## src/verilog/hfb_pkg.sv

```systemverilog
package hfb_pkg;

  // ==========================================================
  // Register offsets
  localparam logic [7:0] OFF_SLAVE_SEL = 8'h50;
  localparam logic [7:0] OFF_ADDR_HIGH = 8'h51;
  localparam logic [7:0] OFF_ADDR_LOW  = 8'h52;
  localparam logic [7:0] OFF_TRANS     = 8'h53;
  localparam logic [7:0] OFF_ERR_STAT  = 8'h54;
  localparam logic [7:0] OFF_ENABLE    = 8'h55;
  localparam logic [7:0] OFF_WDATA     = 8'h56;
  localparam logic [7:0] OFF_RDATA     = 8'hCC;

  // ==========================================================
  // Field positions
  localparam int TR_VID_ERR  = 6;
  localparam int TR_PF_DONE  = 5;
  localparam int TR_TYPE_LSB = 3;
  localparam int ES_FB       = 7;
  localparam int ES_SENS     = 6;
  localparam int ES_DEC      = 5;
  localparam int ES_ENC      = 4;
  localparam int ES_WR_REQ   = 3;
  localparam int ES_VID_REQ  = 2;
  localparam int ES_UNDERRUN = 1;
  localparam int ES_GNT      = 0;
  localparam int EN_VBYP     = 5;
  localparam int EN_ADBG     = 4;
  localparam int EN_RAW      = 3;
  localparam int EN_ARST     = 2;
  localparam int EN_AUDIO    = 1;
  localparam int EN_HWR      = 0;

  // ==========================================================
  // Reset values and sizes
  localparam logic [7:0]  RST_BYTE     = 8'h00;
  localparam logic [63:0] RST_QWORD    = 64'h0;
  localparam logic [14:0] AUDIO_BASE   = 15'h7E00;
  localparam int          PREFETCH_QW  = 2;
  localparam logic [2:0]  LAST_BYTE    = 3'h7;

  typedef enum logic [1:0] {
    TR_NONE  = 2'b00,
    TR_AUDIO = 2'b01,
    TR_VIDEO = 2'b10,
    TR_HWR   = 2'b11
  } hfb_trans_e;

  typedef enum logic [1:0] {
    ST_IDLE = 2'b00,
    ST_REQ  = 2'b01,
    ST_WAIT = 2'b11
  } hfb_state_e;

  typedef struct packed {
    logic       rd;
    logic       wr;
    logic [7:0] addr;
    logic [7:0] wdata;
  } hfb_reg_req_s;

  typedef struct packed {
    logic        valid;
    logic        write;
    logic        audio;
    logic [14:0] addr;
    logic [63:0] wdata;
  } hfb_fb_req_s;

  typedef struct packed {
    logic        grant;
    logic        deny;
    logic        rvalid;
    logic [63:0] rdata;
  } hfb_fb_rsp_s;

  typedef struct packed {
    logic video_bypass;
    logic audio_debug_readout;
    logic unencoded_audio;
    logic audio_pointer_restart;
    logic audio_enable;
    logic host_write_enable;
  } hfb_ctrl_s;

  typedef struct packed {
    logic       audio_buffer_empty;
    logic       audio_ptr_changed;
    logic       audio_ptr_reset_done;
    logic       sensor_err_any;
    logic       decoder_err_any;
    logic       encoder_err_any;
    logic [1:0] host_if_select;
  } hfb_stat_s;

endpackage

```

## src/verilog/hfb_access.sv

```systemverilog
`timescale 1ns/1ps
// What this block does
// - Low qword address byte, read-write
// - Upper seven qword address bits, read-write
// - Byte pointer selects start byte, video only
// - Two-bit field: none, audio, video, write
// - Audio or video transaction write prefetches two qwords
// - Transaction write sets prefetch-done flag
// - Audio buffer empty clears field of audio transaction
// - Video request into audio region flags error
// - Host write into audio region flags error
// - Empty read sets underrun, write-one clears
// - Refused grant sets error, write-one clears
// - Four read-only error summary flags
// - Video bypass skips conversion and compression
// - Audio debug readout, self-clears on pointers
// - Raw audio bypasses encoder
// - Audio restart resets pointers, self-clears
// - Audio enable reserves audio region
// - Host writes accepted only when enabled
// - Read data returns next frame byte
// - Report active control port selection
module hfb_access
  import hfb_pkg::*;
(
  // Clock and reset
  input  wire logic         clock,
  input  wire logic         rst,
  // Register port
  input  wire hfb_reg_req_s reg_req,
  output logic [7:0]        reg_rdata,
  // Frame buffer port
  output hfb_fb_req_s       fb_req,
  input  wire hfb_fb_rsp_s  fb_rsp,
  // Block controls and status
  output hfb_ctrl_s         ctrl,
  input  wire hfb_stat_s    stat
);

  // ==========================================================
  // State
  typedef struct packed {
    logic [6:0]                   addr_hi;
    logic [7:0]                   addr_lo;
    logic [2:0]                   byte_ptr;
    hfb_trans_e                   trans;
    logic                         pf_done;
    logic                         vid_err;
    logic                         wr_err;
    logic                         undr;
    logic                         gnt_err;
    hfb_ctrl_s                    ctl;
    logic [7:0]                   wdata;
    logic [7:0]                   rdata;
    logic [PREFETCH_QW-1:0][63:0] qbuf;
    logic [PREFETCH_QW-1:0]       qvalid;
    logic                         rd_slot;
    logic                         fill_slot;
    logic [2:0]                   pos;
    logic [14:0]                  fetch_addr;
    logic [63:0]                  wq;
    logic                         wfull;
    logic                         req_wr;
    hfb_state_e                   st;
  } hfb_state_s;

  hfb_state_s q;
  hfb_state_s d;

  logic       wr_hit;
  logic       rd_hit;
  logic       wdata_hit;
  logic       rdata_hit;
  logic       trans_hit;
  logic       is_read;
  logic       can_read;
  logic       can_write;
  logic       bad_addr;
  logic [1:0] new_trans;

  // Read-back bytes
  logic [7:0] err_byte;
  logic [7:0] tr_byte;
  logic [7:0] en_byte;
  logic [7:0] rd_byte;
  logic [7:0] rd_mux;

  always_comb begin
    // ==========================================================
    // Decode
    wr_hit    = reg_req.wr;
    rd_hit    = reg_req.rd;
    wdata_hit = wr_hit && (reg_req.addr == OFF_WDATA);
    rdata_hit = rd_hit && (reg_req.addr == OFF_RDATA);
    trans_hit = wr_hit && (reg_req.addr == OFF_TRANS);
    is_read   = (q.trans == TR_AUDIO) || (q.trans == TR_VIDEO);
    // A byte is served only from a slot that the prefetch has filled
    can_read  = is_read && q.qvalid[q.rd_slot];
    // Bytes arriving while a qword waits for its grant are dropped
    can_write = q.ctl.host_write_enable && (q.trans == TR_HWR) && !q.wfull;
    new_trans = reg_req.wdata[TR_TYPE_LSB +: 2];
    // Only the start address is checked; a burst that runs up into the
    // audio region from below is not caught
    bad_addr  = q.ctl.audio_enable && ({q.addr_hi, q.addr_lo} >= AUDIO_BASE);

    // ==========================================================
    // Read-back bytes
    err_byte  = RST_BYTE;
    err_byte[ES_FB]       = q.wr_err | q.vid_err | q.undr | q.gnt_err;
    err_byte[ES_SENS]     = stat.sensor_err_any;
    err_byte[ES_DEC]      = stat.decoder_err_any;
    err_byte[ES_ENC]      = stat.encoder_err_any;
    err_byte[ES_WR_REQ]   = q.wr_err;
    err_byte[ES_VID_REQ]  = q.vid_err;
    err_byte[ES_UNDERRUN] = q.undr;
    err_byte[ES_GNT]      = q.gnt_err;
    tr_byte                   = RST_BYTE;
    tr_byte[TR_VID_ERR]       = q.vid_err;
    tr_byte[TR_PF_DONE]       = q.pf_done;
    tr_byte[TR_TYPE_LSB +: 2] = q.trans;
    tr_byte[2:0]              = q.byte_ptr;
    // Write-only strobes read back as zero
    en_byte                   = RST_BYTE;
    en_byte[EN_VBYP]          = q.ctl.video_bypass;
    en_byte[EN_RAW]           = q.ctl.unencoded_audio;
    en_byte[EN_AUDIO]         = q.ctl.audio_enable;
    en_byte[EN_HWR]           = q.ctl.host_write_enable;
    rd_byte                   = q.qbuf[q.rd_slot][{q.pos, 3'b000} +: 8];
    d = q;

    // ==========================================================
    // Configuration writes; read-only fields are not touched
    if (wr_hit) begin
      case (reg_req.addr)
        OFF_ADDR_HIGH: d.addr_hi = reg_req.wdata[6:0];
        OFF_ADDR_LOW:  d.addr_lo = reg_req.wdata;
        OFF_ERR_STAT: begin
          // Clears first so a same-cycle hardware set below wins
          if (reg_req.wdata[ES_UNDERRUN]) begin
            d.undr = 1'b0;
          end
          if (reg_req.wdata[ES_GNT]) begin
            d.gnt_err = 1'b0;
          end
        end
        OFF_ENABLE: begin
          d.ctl.video_bypass          = reg_req.wdata[EN_VBYP];
          d.ctl.unencoded_audio       = reg_req.wdata[EN_RAW];
          d.ctl.audio_enable          = reg_req.wdata[EN_AUDIO];
          d.ctl.host_write_enable     = reg_req.wdata[EN_HWR];
          d.ctl.audio_debug_readout   = reg_req.wdata[EN_ADBG];
          d.ctl.audio_pointer_restart = reg_req.wdata[EN_ARST];
        end
        default: ;
      endcase
    end

    // Self-clearing controls; a fresh write in the same cycle is lost
    // for good, since the clear below wins and the pointer event already happened
    if (stat.audio_ptr_changed) begin
      d.ctl.audio_debug_readout = 1'b0;
    end
    if (stat.audio_ptr_reset_done) begin
      d.ctl.audio_pointer_restart = 1'b0;
    end

    // ==========================================================
    // Frame buffer request sequencer
    case (q.st)
      ST_IDLE: begin
        // Writes go first so a full qword never waits behind a refill;
        // it is held back while host writes are disabled
        if (q.wfull && q.ctl.host_write_enable) begin
          d.req_wr = 1'b1;
          d.st     = ST_REQ;
        end else if (is_read && !(&q.qvalid)) begin
          d.req_wr    = 1'b0;
          d.fill_slot = q.qvalid[q.rd_slot] ? ~q.rd_slot : q.rd_slot;
          d.st        = ST_REQ;
        end
      end
      ST_REQ: begin
        if (fb_rsp.grant) begin
          if (q.req_wr) begin
            d.wfull      = 1'b0;
            d.fetch_addr = q.fetch_addr + 15'h1;
            d.st         = ST_IDLE;
          end else begin
            d.st = ST_WAIT;
          end
        end else if (fb_rsp.deny) begin
          // Retried from idle on the next cycle
          d.gnt_err = 1'b1;
          d.st      = ST_IDLE;
        end
      end
      ST_WAIT: begin
        // Only taken here: a late answer to a request dropped by a new
        // transaction write arrives in idle or request and is ignored
        if (fb_rsp.rvalid) begin
          d.qbuf[q.fill_slot]   = fb_rsp.rdata;
          d.qvalid[q.fill_slot] = 1'b1;
          d.fetch_addr          = q.fetch_addr + 15'h1;
          d.st                  = ST_IDLE;
        end
      end
      default: d.st = ST_IDLE;
    endcase

    // ==========================================================
    // Byte streaming through the data registers
    if (wdata_hit) begin
      d.wdata = reg_req.wdata;
      if (can_write) begin
        d.wq[{q.pos, 3'b000} +: 8] = reg_req.wdata;
        d.pos = q.pos + 3'h1;
        if (q.pos == LAST_BYTE) begin
          d.wfull = 1'b1;
        end
      end
    end
    rd_mux = RST_BYTE;
    case (reg_req.addr)
      OFF_SLAVE_SEL: rd_mux = {6'h00, stat.host_if_select};
      OFF_ADDR_HIGH: rd_mux = {1'b0, q.addr_hi};
      OFF_ADDR_LOW:  rd_mux = q.addr_lo;
      OFF_TRANS:     rd_mux = tr_byte;
      OFF_ERR_STAT:  rd_mux = err_byte;
      OFF_ENABLE:    rd_mux = en_byte;
      OFF_WDATA:     rd_mux = q.wdata;
      OFF_RDATA:     rd_mux = rd_byte;
      default:       rd_mux = RST_BYTE;
    endcase
    if (rd_hit) begin
      d.rdata = rd_mux;
      if (rdata_hit) begin
        if (can_read) begin
          d.pos = q.pos + 3'h1;
          if (q.pos == LAST_BYTE) begin
            d.qvalid[q.rd_slot] = 1'b0;
            d.rd_slot           = ~q.rd_slot;
          end
        end else begin
          d.rdata = RST_BYTE;
          d.undr  = 1'b1;
        end
      end
    end

    // ==========================================================
    // Audio transfer ends when the audio buffer runs dry
    if ((q.trans == TR_AUDIO) && stat.audio_buffer_empty) begin
      d.trans = TR_NONE;
    end

    // ==========================================================
    // Transaction control write restarts the stream
    // Any transaction write drops both slots and a part-filled write qword
    if (trans_hit) begin
      d.byte_ptr   = reg_req.wdata[2:0];
      d.trans      = hfb_trans_e'(new_trans);
      d.pf_done    = 1'b1;
      d.qvalid     = '0;
      d.rd_slot    = 1'b0;
      d.wfull      = 1'b0;
      d.st         = ST_IDLE;
      d.fetch_addr = {q.addr_hi, q.addr_lo};
      d.pos        = (new_trans == TR_VIDEO) ? reg_req.wdata[2:0] : 3'h0;
      if (new_trans == TR_VIDEO) begin
        d.vid_err = bad_addr;
      end
      if (new_trans == TR_HWR) begin
        d.wr_err = bad_addr;
      end
      // A rejected request leaves no transaction running
      if (bad_addr && ((new_trans == TR_VIDEO) || (new_trans == TR_HWR))) begin
        d.trans = TR_NONE;
      end
    end
  end

  // ==========================================================
  // Registers
  always_ff @(posedge clock or posedge rst) begin
    if (rst) begin
      q    <= '0;
      q.st <= ST_IDLE;
    end else begin
      q <= d;
    end
  end

  // ==========================================================
  // Outputs
  always_comb begin
    reg_rdata    = q.rdata;
    ctrl         = q.ctl;
    fb_req.valid = (q.st == ST_REQ);
    fb_req.write = q.req_wr;
    // Audio reads follow the far side's own audio pointer, not fb_req.addr
    fb_req.audio = (q.trans == TR_AUDIO) || q.ctl.audio_debug_readout;
    fb_req.addr  = q.fetch_addr;
    fb_req.wdata = q.wq;
  end

endmodule

```

## config.mk

```make
export PLATFORM = sky130hd
export DESIGN_NAME = hfb_access
export DESIGN_NICKNAME = d
export VERILOG_FILES = /design/src/verilog/hfb_pkg.sv /design/src/verilog/hfb_access.sv
export SDC_FILE = /design/constraint.sdc
export NUM_CORES = 1
export LEC_CHECK = 0
export ABC_AREA = 1
export ABC_CLOCK_PERIOD_IN_PS = 12630
export BUFFER_PORTS_ARGS = -buffer_cell sky130_fd_sc_hd__buf_2
export CAP_MARGIN = 40
export CELL_PAD_IN_SITES_DETAIL_PLACEMENT = 1
export CELL_PAD_IN_SITES_GLOBAL_PLACEMENT = 2
export CORE_MARGIN = 5
export CORE_UTILIZATION = 34
export DETAILED_ROUTE_END_ITERATION = 7
export PLACE_DENSITY_LB_ADDON = 0.12
export SLEW_MARGIN = 20
export SYNTH_ARGS = -nofsm -noshare
export SYNTH_HDL_FRONTEND = slang
export SYNTH_SLANG_ARGS = --single-unit
```

## constraint.sdc

```tcl
create_clock -name clock -period 12.63 [get_ports clock]
set_clock_uncertainty 0.15 [all_clocks]
set_input_delay 1.8945 -clock clock [delete_from_list [all_inputs] [get_ports clock]]
set_output_delay 1.8945 -clock clock [all_outputs]
set_load 0.1 [all_outputs]
```

; ---- Word-level counts from Yosys, hierarchy flattened
; Cells that the tools add are included.
[word_totals]
regBits = 265
latchBits = 0
ramBits = 0
rom_bits = 0
inputBits = 95
out_inout_bits = 96
word_cells = 180
memories = 0
[op_classes]
addsub = 3
multipliers = 0
n_div = 0
magnitude_cmp = 5
n_eq_ne = 21
n_shift = 3
muxes = 67
n_bitwise = 8
reduce_logical = 45
[ops]
columns = cell, n
row1 = $mux W64, 3
row2 = $bwmux W128, 1
row3 = $bwmux W64, 1
row4 = $demux W64 S1, 1
row5 = $pmux W8 S8, 1
row6 = $shift A8 B8 Y64 const A, 1
row7 = $shiftx A64 B7 Y8, 1
row8 = $shiftx A8 B8 Y64, 1
row9 = $eq A8 B7 Y1 const B, 7
row10 = $mux W15, 3
row11 = $mux W3, 13
row12 = $pmux W15 S2, 1
row13 = $mux W1, 24
row14 = $mux W8, 3
row15 = $reduce_and A2 Y1, 11
row16 = $mux W2, 10
row17 = $reduce_bool A2 Y1, 10
row18 = $mux W18, 1
row19 = $add A15 B1 Y15 const B, 1
row20 = $ge A15 B15 Y1 const B, 1
row21 = $logic_and A1 B1 Y1, 13
row22 = $eq A2 B2 Y1 const B, 5
row23 = $eq A8 B8 Y1 const B, 1
row24 = $neg A6 Y8, 1
row25 = other kinds (24), 37

; ---- Depth between registers and ports, before layout
; Gate-level depths: netlist of the first run.
[logic_depth]
depth_word = 13
depth_mapped = 13
mapped_depth_nobuf = 11

; ---- Worst setup path after synthesis of the first run
; OpenSTA, ideal clock, no wires.
[synth_timing]
path_kind = register -> output
from = reg q[0] (netlist name)
to = out fb_req[81] (netlist name)
arrival_ps = 1823
required_time_ps = 10585
slack_ps = 8762
stages_incl_launch_ff = 3
n_path_buf = 0
path_cell_list = dfrtp_1 -> inv_1 -> nor2_1
[synth_rtl]
columns = element, line_no
row1 = "start, declared", hfb_access.sv:67  ; hfb_state_s q;
row2 = "end, declared", hfb_access.sv:33  ; output hfb_fb_req_s fb_req,

; ---- Final worst setup path of the first run
[layout_timing]
from = in reg_req[13] (netlist name)
to = reg q (netlist bit fb_req[6])
[layout_via]
elab_chain_cells = 3
[layout_rtl]
columns = element, line_no
row1 = "start, declared", hfb_access.sv:30  ; input wire hfb_reg_req_s reg_req,
row2 = $eq A8 B7 Y1, hfb_access.sv:93  ; wdata_hit = wr_hit && (reg_req.addr == OFF_WDATA);
row3 = $logic_and A1 B1 Y1, hfb_access.sv:93
row4 = $reduce_and A2 Y1 (no source line), --
; Every way passes these cells.
; A chain may end at the register's enable or synchronous reset.

==> results of run 1 <==
## worst paths after layout
check,start,end,slack [ns],depth (start not counted)
max in group asynchronous,rst,q[87]$_DFFE_PP0P_,9.76,5
setup reg to reg,q[84]$_DFF_PP0_,fb_req[26]$_DFFE_PP0P_,9.25,9
setup / recovery,reg_req[13],fb_req[6]$_DFFE_PP0P_,8.74,10
hold reg to reg,q[244]$_DFFE_PP0P_,q[244]$_DFFE_PP0P_,0.32,1
hold / removal,q[244]$_DFFE_PP0P_,q[244]$_DFFE_PP0P_,0.32,1
min in group asynchronous,rst,q[195]$_DFFE_PP0P_,1.21,2
## synth_stat cells, types with 4 or more instances
cell / instances
o21ai_2: 22
o211ai_1: 4
a21oi_1: 22
buf_1: 8
o22ai_1: 6
clkinv_1: 4
clkbuf_1: 51
dfrtp_1: 265
nand2_1: 529
inv_1: 200
buf_4: 95
o21ai_0: 216
nor3_1: 9
nand2_4: 5
nand3_1: 128
buf_2: 12
nand2_2: 8
ha_1: 7
nand4_1: 19
nor2_1: 77
o21ai_1: 4
## state kept, by name, indices dropped and copies added, names as in the netlist
| register | cells |
|---|---|
| ctrl | 6 |
| err_byte | 4 |
| fb_req | 80 |
| q | 167 |
| reg_rdata | 8 |
## layer usage
metal	track usage, %	vias up	wire length (µm)
li1	-	5500	-
met1	28.0	5338	21100
met2	30.8	163	19100
met3	4.17	32	1890
met4	3.51	0	517
met5	0	-	0
## where the power goes
part / switching [µW] / internal [µW]
clock network: 372 / 561
logic: 529 / 228
registers: 137 / 1070
total: 1040 / 1860
## worst register-to-register path, stage by stage (launching register included)
cell	delay (ns)
dfrtp_1	0.64
inv_1	0.51
ha_1	0.36
ha_1	0.17
inv_1	0.08
nand2_1	0.07
nor2_1	0.62
nand2_1	0.41
nand2_1	0.13
o21ai_0	0.09
## through the flow
stage               cells  hold WS, ns
CTS                  2336        0.324
finish               2336        0.323
detailed placement   2277        0.310
global route         2336        0.344
global placement     2271        0.304
floorplan            1723        0.290
## area by class of cell
type	instances	area (µm²)	area share, %
inverters	206	781	5.11
clock buffers	52	1030	6.73
repair buffers	205	1130	7.39
well taps	518	648	4.24
multi-input cells	1083	5010	32.8
flip-flops and latches	265	6630	43.4
clock inverters	7	53.8	0.352
## logic make-up after synthesis
family	Yosys count	share of synthesized area [%]
adder cells (fa/ha/maj)	7	0.652
XOR/XNOR	4	0.261
AND/OR/NAND/NOR	787	24.7
buffers and inverters	375	13.4
flip-flops	265	49.4
AO/OA/AOI/OAI	285	11.6
==> impl_results.md, run 1 <==
- Diodes inserted: 0
- Worst path bufs/invs: 3
- Grt ovf: 0
- Cell area after layout: 0.0153 mm²
- FF+latch count, synth: 265
- Die area: 0.0436 mm²
- Layout area overhead: 13.8%
- CTS Hold Bufs: 0
- Pre-antenna DRT Iters: 4
- DR vias: 11033
- Setup Crit Path Kind: in2reg
- Share of layout cells above drive strength 1: 16.9%
- Crit share post-route: 30.8%
- First-pass GRT wire length: 68.2 mm
- GRT Util Overall: 19.5%
- Fin util: 39.3%
- Min-delay worst type: reg2reg
- RSZ-0062 raised after global routing: false
- Req. time, crit path: 12.92 ns
- Post-route setup slack: 8.74 ns
- Setup TNS: 0 ns
- Total power: 2900 µW
- Fin crit period: 3.89 ns
- Slew @ Worst Pin: 0.847 ns
- Post-Syn Instances: 1723
- CTS clock-pin slew for the worst setup and hold paths: 0.06 ns
- CP Data Arrival Time: 4.17 ns
- Final nets: 1897
- Crit. End Element: flop
- Slowest CP cell: nor2_4
- Yosys warns: 0
- Die H: 209 µm
- DR vias/cell: 4.72
- Most frequent cells in the layout: nand2_1, dfrtp_1, o21ai_0
- Post-CTS Setup Repair Bufs: 0
- Starting Density: 34.6%
- Port Buffers: 190
- Crit-path max cell delay: 0.52 ns
- Max_slew headroom: 43.3%
- Longest Clk Path Bufs: 3
- Fillers: 4769
- IO Pins: 191
- Net Count, Synth: 1825
- Top FF cell, synth: dfrtp_1
- Vias in the first global route: 11786
- Syn Area/Cell: 7.79 µm²
- Final setup fails: 0
- CTS H-tree lvls: 2
- Achievable frequency: 0.257 GHz
- Dpl hpwl: 30.0 mm
- Clock Root Buffer: clkbuf_16
- Peak VDD IR: 76.1 µV
- Die X: 209 µm
- Cts repair resizes: 0
- Synth area leader: dfrtp_1
- Row cnt: 72
- Final WL: 42.6 mm
- DRC: 0
- Largest net degree at the start of global routing: 79
- Wire per inst: 18.2 µm
- Clock sinks: 265
- Cell Area, Synth: 0.0134 mm²
- Post-synth EDFFs: 0
- Total leakage power: 0.00818 µW
- Post-route ant nets: 0
- Antenna violations before repair: 0
- Initial drt markers: 533
- Distinct cells, synth: 40
- Peak fanout along the critical path: 30
- Max Cap Viol: 0
- Crit path cell chain: buf_2 > inv_1 > nand2_1 > nor2_4 > nand2_4 > nor2_8 > nand2_4 > inv_1 > nand3_1 > o21ai_0
- Final GP Congestion: 0.816
- CTS Buf Count: 34
- TritonCTS clock tree: yes
- Post-synth top area share: 49.4%
- Status: completed
- Final Hold Vio Count: 0
- Placed cell areas: 0.0142 mm²
- Later-pin clock latency in the skew report: 0.54 ns
- Most common cell after layout, fill and taps aside: nand2_1
- Place WS: 8.20 ns
- Top Family by Delay on Critical Path: simple AND/OR/NAND/NOR gates
- Post-synth ARST share: 100%
- PD cells: 190 mW/mm²
- Startpoint types: input pin
- Post-synthesis sequential area ratio: 49.4%
- Max Transition Viols Final: 0
- Top post-synthesis cells by area: dfrtp_1, nand2_1, o21ai_0, inv_1, buf_4
- Core Area: 0.0388 mm²
(Power assumes the default switching activity.)
==> run 2: changes to the inputs <==
Settings changed: ABC_AREA 1 to 0, ABC_CLOCK_PERIOD_IN_PS 12630 to 3600, CORE_UTILIZATION 34 to 37.
Clock period 12.63 ns to 3.6 ns, I/O delays scaled along.
==> impl_results.md, run 2 <==
- CTS H-tree lvls: 1
- Placed cell areas: 0.0137 mm²
- Max Transition Viols Final: 0
- Post-synth ARST share: 100%
- Dpl hpwl: 26.5 mm
- Crit. End Element: flop
- Clock sinks: 265
- Fillers: 3880
- Pre-antenna DRT Iters: 4
- Starting Density: 37.4%
- Startpoint types: flop
- Layout area overhead: 14.9%
- Crit share post-route: 71.5%
- Achievable frequency: 0.389 GHz
- Min-delay worst type: in2reg
- WHS Endpoint: q[203]$_DFFE_PP0P_
- DRC: 0
- Post-synth EDFFs: 0
- CTS clock-pin slew for the worst setup and hold paths: 0.06 ns
- Max_slew headroom: 45.5%
- Final GP Congestion: 0.814
- Cell Area, Synth: 0.0129 mm²
- Post-Syn Instances: 1254
- Die H: 197 µm
- Reg2reg end: fb_req[54]$_DFFE_PP0P_
- Peak VDD IR: 364 µV
- Wire per inst: 21.0 µm
- Synth area leader: dfrtp_1
- Hold_ws: 0.0345 ns
- DR vias/cell: 5.01
- GRT Util Overall: 19.7%
- Final nets: 1447
- Yosys warns: 0
- Distinct cells, synth: 58
- DR vias: 9137
- Most common cell in the synthesized netlist: nand2_1
- Most common cell after layout, fill and taps aside: nand2_1
- TritonCTS clock tree: yes
- Cell area after layout: 0.0148 mm²
- Longest Clk Path Bufs: 3
- Reg2reg path depth: 6
- Die area: 0.0386 mm²
- Antenna violations before repair: 0
- Final WL: 38.3 mm
- Top FF cell, synth: dfrtp_1
- PD cells: 537 mW/mm²
- FF+latch count, synth: 265
- Req. time, crit path: 3.90 ns
- Worst R2R Start: q[85]$_DFF_PP0_
- Post-synth top area share: 51.5%
- Fin crit period: 2.57 ns
- Top post-synthesis cells by area: dfrtp_1, nand2_1, mux2_2, buf_4, mux4_2
- Grt ovf: 0
- Worst hold start: fb_rsp[49]
- Reg2reg setup slack: 1.03 ns
- Status: completed
- Core Area: 0.0345 mm²
- Peak fanout along the critical path: 17
- Slew @ Worst Pin: 0.818 ns
- Vias in the first global route: 9990
- Register area: 0.00663 mm²
- Final setup fails: 0
- Hold Crit Depth: 3
- Post-synthesis sequential area ratio: 51.5%
- Multi-input gate area: 0.00526 mm²
- Most frequent cells in the layout: nand2_1, dfrtp_1, buf_2
- Die X: 197 µm
- Port Buffers: 190
- Largest Register: q
- Syn Area/Cell: 10.3 µm²
- Share of layout cells above drive strength 1: 30.1%
- Post-route ant nets: 0
- Largest net degree at the start of global routing: 82
- Clock Root Buffer: clkbuf_16
- CTS Buf Count: 31
- Max Cap Viol: 0
- Final Hold Vio Count: 0
- Initial drt markers: 380
- IO Pins: 191
- RSZ-0062 raised after global routing: false
- Setup Crit Path Kind: reg2reg
- Most frequent cells after synthesis: nand2_1, dfrtp_1, mux2_2
- Max FFs per register: 167
- Row cnt: 68
- First-pass GRT wire length: 60.2 mm
- Later-pin clock latency in the skew report: 0.57 ns
- Net Count, Synth: 1356
- Diodes inserted: 0
- CP Data Arrival Time: 2.87 ns
- Total leakage power: 0.00785 µW
==> run 2: cell count changes in the layout (fill, tap and decap cells not counted), moves of 11 or more <==
cell,before,now
o21ai_2,22,0
inv_1,199,8
mux2i_1,0,32
and3_1,0,11
nand3_1,128,21
nand2_1,527,430
o21ai_0,216,21
mux4_2,0,27
nand4_1,19,8
xnor2_1,1,12
mux2_2,0,102
nor2_1,77,24
buf_4,9,20
==> run 2: stage by stage <==
step	worst slack, ns	power [µW]	setup TNS [ns]	std cells	utilization [%]
3_5_place_dp	0.595	4730	0	1764	39.7
4_1_cts	0.996	8070	0	1824	42.9
3_3_place_gp	0.691	4700	0	1764	39.7
5_1_grt	0.875	8350	0	1824	42.9
2_1_floorplan	-0.588	4360	-155.69	1254	-
6_report	1.03	7950	0	1824	42.9
==> run 2: timing repair <==
| action | in CTS | in global routing |
|---|---|---|
| hold buffers | 3 | 0 |
| hold endpoints to repair | 22 | 0 |
| setup buffers | 0 | 0 |
| gates resized for setup | 0 | 0 |
==> run 2: layout make-up <==
class	instances	area share, %
clock buffer	42	6.00
clock inverter	15	1.27
inverter	12	0.330
multi-input combinational	818	35.5
sequential	265	44.8
tap	455	3.85
timing repair buffer	217	8.19
==> run 2: cell families (layout without fill, tap and decap cells) <==
kind of cell	count (synthesis)	after routing	synth area share (%)
buffers and inverters	171	286	7.83
and+or+nand+nor	552	552	18.5
muxes	161	161	16.1
DFF	265	265	51.5
xor gates and xnor gates	16	16	1.09
AOI/OAI and AO/OA	82	82	4.24
adders and majority gates	7	7	0.680
==> run 2: layer usage <==
layer / global-route usage (%) / vias up / wire length, µm
met5: 0 / - / 0
met4: 3.34 / 0 / 634
met3: 2.56 / 37 / 1390
met2: 34.5 / 146 / 19200
met1: 26.6 / 4655 / 17100
li1: - / 4299 / -
==> run 2: how the worst max path moves through the flow <==
| stage | start | cells past startpoint | end | slack (ns) |
|---|---|---|---|---|
| floorplan | rst | 1 | ctrl[0]$_DFFE_PP0P_ | -0.59 |
| global placement | reg_req[10] | 6 | fb_req[63]$_DFFE_PP0P_ | 0.69 |
| detailed placement | reg_req[10] | 7 | fb_req[11]$_DFFE_PP0P_ | 0.59 |
| CTS | q[246]$_DFFE_PP0P_ | 7 | fb_req[14]$_DFFE_PP0P_ | 1.0 |
| global route | q[246]$_DFFE_PP0P_ | 7 | fb_req[14]$_DFFE_PP0P_ | 0.87 |
| finish | q[85]$_DFF_PP0_ | 6 | fb_req[54]$_DFFE_PP0P_ | 1.03 |
==> run 2: where the power goes <==
part / switching (µW) / internal (µW)
Clock: 1290 / 2000
Sequential: 244 / 3340
Combinational: 666 / 409
==> run 2: worst max-delay path, cell delays in order, from the launching register on <==
cell	delay, ns
dfrtp_1	0.32
buf_4	0.24
inv_1	0.09
ha_1	0.41
nor3b_1	0.33
and3_1	0.52
mux2_2	0.39
==> run 3: changes to the inputs <==
Settings changed: ABC_CLOCK_PERIOD_IN_PS 3600 to 2240, CORE_UTILIZATION 37 to 33.
Clock period 3.6 ns to 2.24 ns, I/O delays scaled along.
==> impl_results.md, run 3 (synthesis gave the netlist of run 2 again) <==
- Largest Register: q
- Top Family by Delay on Critical Path: simple AND/OR/NAND/NOR gates
- Status: completed
- Routed met2 length: 20.0 mm
- Final WL: 40.1 mm
- Reg2reg path depth: 8
- PD cells: 798 mW/mm²
- Most common cell after layout, fill and taps aside: nand2_1
- Placed cell areas: 0.0144 mm²
- Die area: 0.0431 mm²
- CTS Buf Count: 35
- Wire per inst: 19.9 µm
- Diodes inserted: 0
- Min-delay worst type: in2reg
- Final nets: 1572
- Fin util: 42.3%
- Setup Crit Path Kind: reg2reg
- Pre-antenna DRT Iters: 4
- Peak fanout along the critical path: 8
- Max Transition Viols Final: 0
- Die X: 208 µm
- Top Layer Used: met4
- Clock Root Buffer: clkbuf_16
- Max_slew headroom: 51.7%
- CP Data Arrival Time: 2.50 ns
- Max FFs per register: 167
- Max Cap Viol: 0
- DR vias: 9592
- Die H: 208 µm
- DRC: 0
- Crit-path max cell delay: 0.36 ns
- IO Pins: 191
- Worst path bufs/invs: 2
- Met3 WL: 1.87 mm
- Top cell by count, worst path: buf_4
- Starting Density: 33.3%
- Final setup fails: 0
- Dpl hpwl: 27.7 mm
- Core Area: 0.0386 mm²
- Startpoint types: flop
- Slowest CP cell: dfrtp_1
- RSZ-0062 raised after global routing: true
- Req. time, crit path: 2.50 ns
- Met1 wire length: 17.6 mm
- Final Hold Vio Count: 0
- Row cnt: 72
- Later-pin clock latency in the skew report: 0.53 ns
- GRT Util Overall: 18.5%
- Crit. End Element: flop
- Vias in the first global route: 10544
- Share of layout cells above drive strength 1: 32.5%
- Clock sinks: 265
- Reg2reg setup slack: 0.0008 ns
- TritonCTS clock tree: yes
- Cell area after layout: 0.0163 mm²
- Most frequent cells in the layout: nand2_1, dfrtp_1, buf_2
- Largest net degree at the start of global routing: 87
- Port Buffers: 190
- DR vias/cell: 4.76
- Worst path depth: 8
- Slew @ Worst Pin: 0.717 ns
- Layout area overhead: 26.9%
- Crit path cell chain: ha_2 > nand3b_1 > nor4_2 > buf_4 > nand2_2 > nor4bb_2 > buf_4 > mux2_2
- Peak VDD IR: 502 µV
- Total leakage power: 0.00848 µW
- CTS clock-pin slew for the worst setup and hold paths: 0.06 ns
- Grt ovf: 0
- Achievable frequency: 0.447 GHz
- Initial drt markers: 385
- Antenna violations before repair: 0
- Post-route ant nets: 0
- Fin crit period: 2.24 ns
- Hold Crit Depth: 4
- Longest Clk Path Bufs: 3
- Crit share post-route: 100%
- First-pass GRT wire length: 63.6 mm
- Final GP Congestion: 0.782
- CTS H-tree lvls: 2
[run 3: where the power goes]
part | leakage (µW) | switching, µW | internal (µW)
clock | 0.000533 | 2180 | 3170
sequential | 0.00361 | 381 | 5370
combinational | 0.00433 | 1120 | 818
[run 3: layout make-up]
class                      count  area [µm²]
inverter                      12        63.8
sequential                   265        6640
multi-input combinational    818        5350
clock inverter                12        81.3
tap                          518         648
timing repair buffer         338        2530
fill                        4276       22300
clock buffer                  52        1020
[run 3: final timing paths]
path                                     from                      to
max reg2reg                q[246]$_DFFE_PP0P_  fb_req[23]$_DFFE_PP0P_
min reg2reg                q[244]$_DFFE_PP0P_      q[244]$_DFFE_PP0P_
min in group asynchronous                 rst  fb_req[80]$_DFFE_PP0P_
max in group asynchronous                 rst      q[144]$_DFFE_PP0P_
max                        q[246]$_DFFE_PP0P_  fb_req[23]$_DFFE_PP0P_
min                                   stat[7]      q[245]$_DFFE_PP0P_
[run 3: worst reg2reg max path, cell delays in order (launching register included)]
cell and delay, ns:
dfrtp_1 0.36, ha_2 0.17, nand3b_1 0.15, nor4_2 0.24, buf_4 0.19, nand2_2 0.05
nor4bb_2 0.25, buf_4 0.22, mux2_2 0.35
[run 3: per-stage QoR]
| step | power, µW | std cells | hold slack (ns) | setup slack (ns) | setup TNS, ns |
|---|---|---|---|---|---|
| final | 13000 | 2015 | 0.0160 | 0.000842 | 0 |
| after global routing | 13700 | 2015 | 0.0339 | -0.122 | -0.992 |
| after CTS | 13300 | 2012 | 0.000333 | -0.0394 | -0.284 |
| after detailed placement | 7710 | 1879 | 0.153 | -0.211 | -7.28 |
| after global placement | 7660 | 1879 | 0.151 | -0.181 | -6.69 |
| after floorplan | 7020 | 1254 | 0.252 | -1.74 | -463.50 |
[run 3: repair_timing]
item                                   4_1_cts  5_1_grt
gates cloned                                 0        1
pin swaps                                    0        6
setup endpoints to repair                   28       28
endpoints found under the hold margin      310        0
gates resized for setup                      7       12
buffers inserted                             1        3
hold buffers                                68        0
[run 3: routing by layer]
metal / track usage (%) / up-vias
met5: 0 / -
met4: 3.72 / 0
met3: 3.07 / 42
met2: 32.1 / 196
met1: 24.6 / 4798
li1: - / 4556
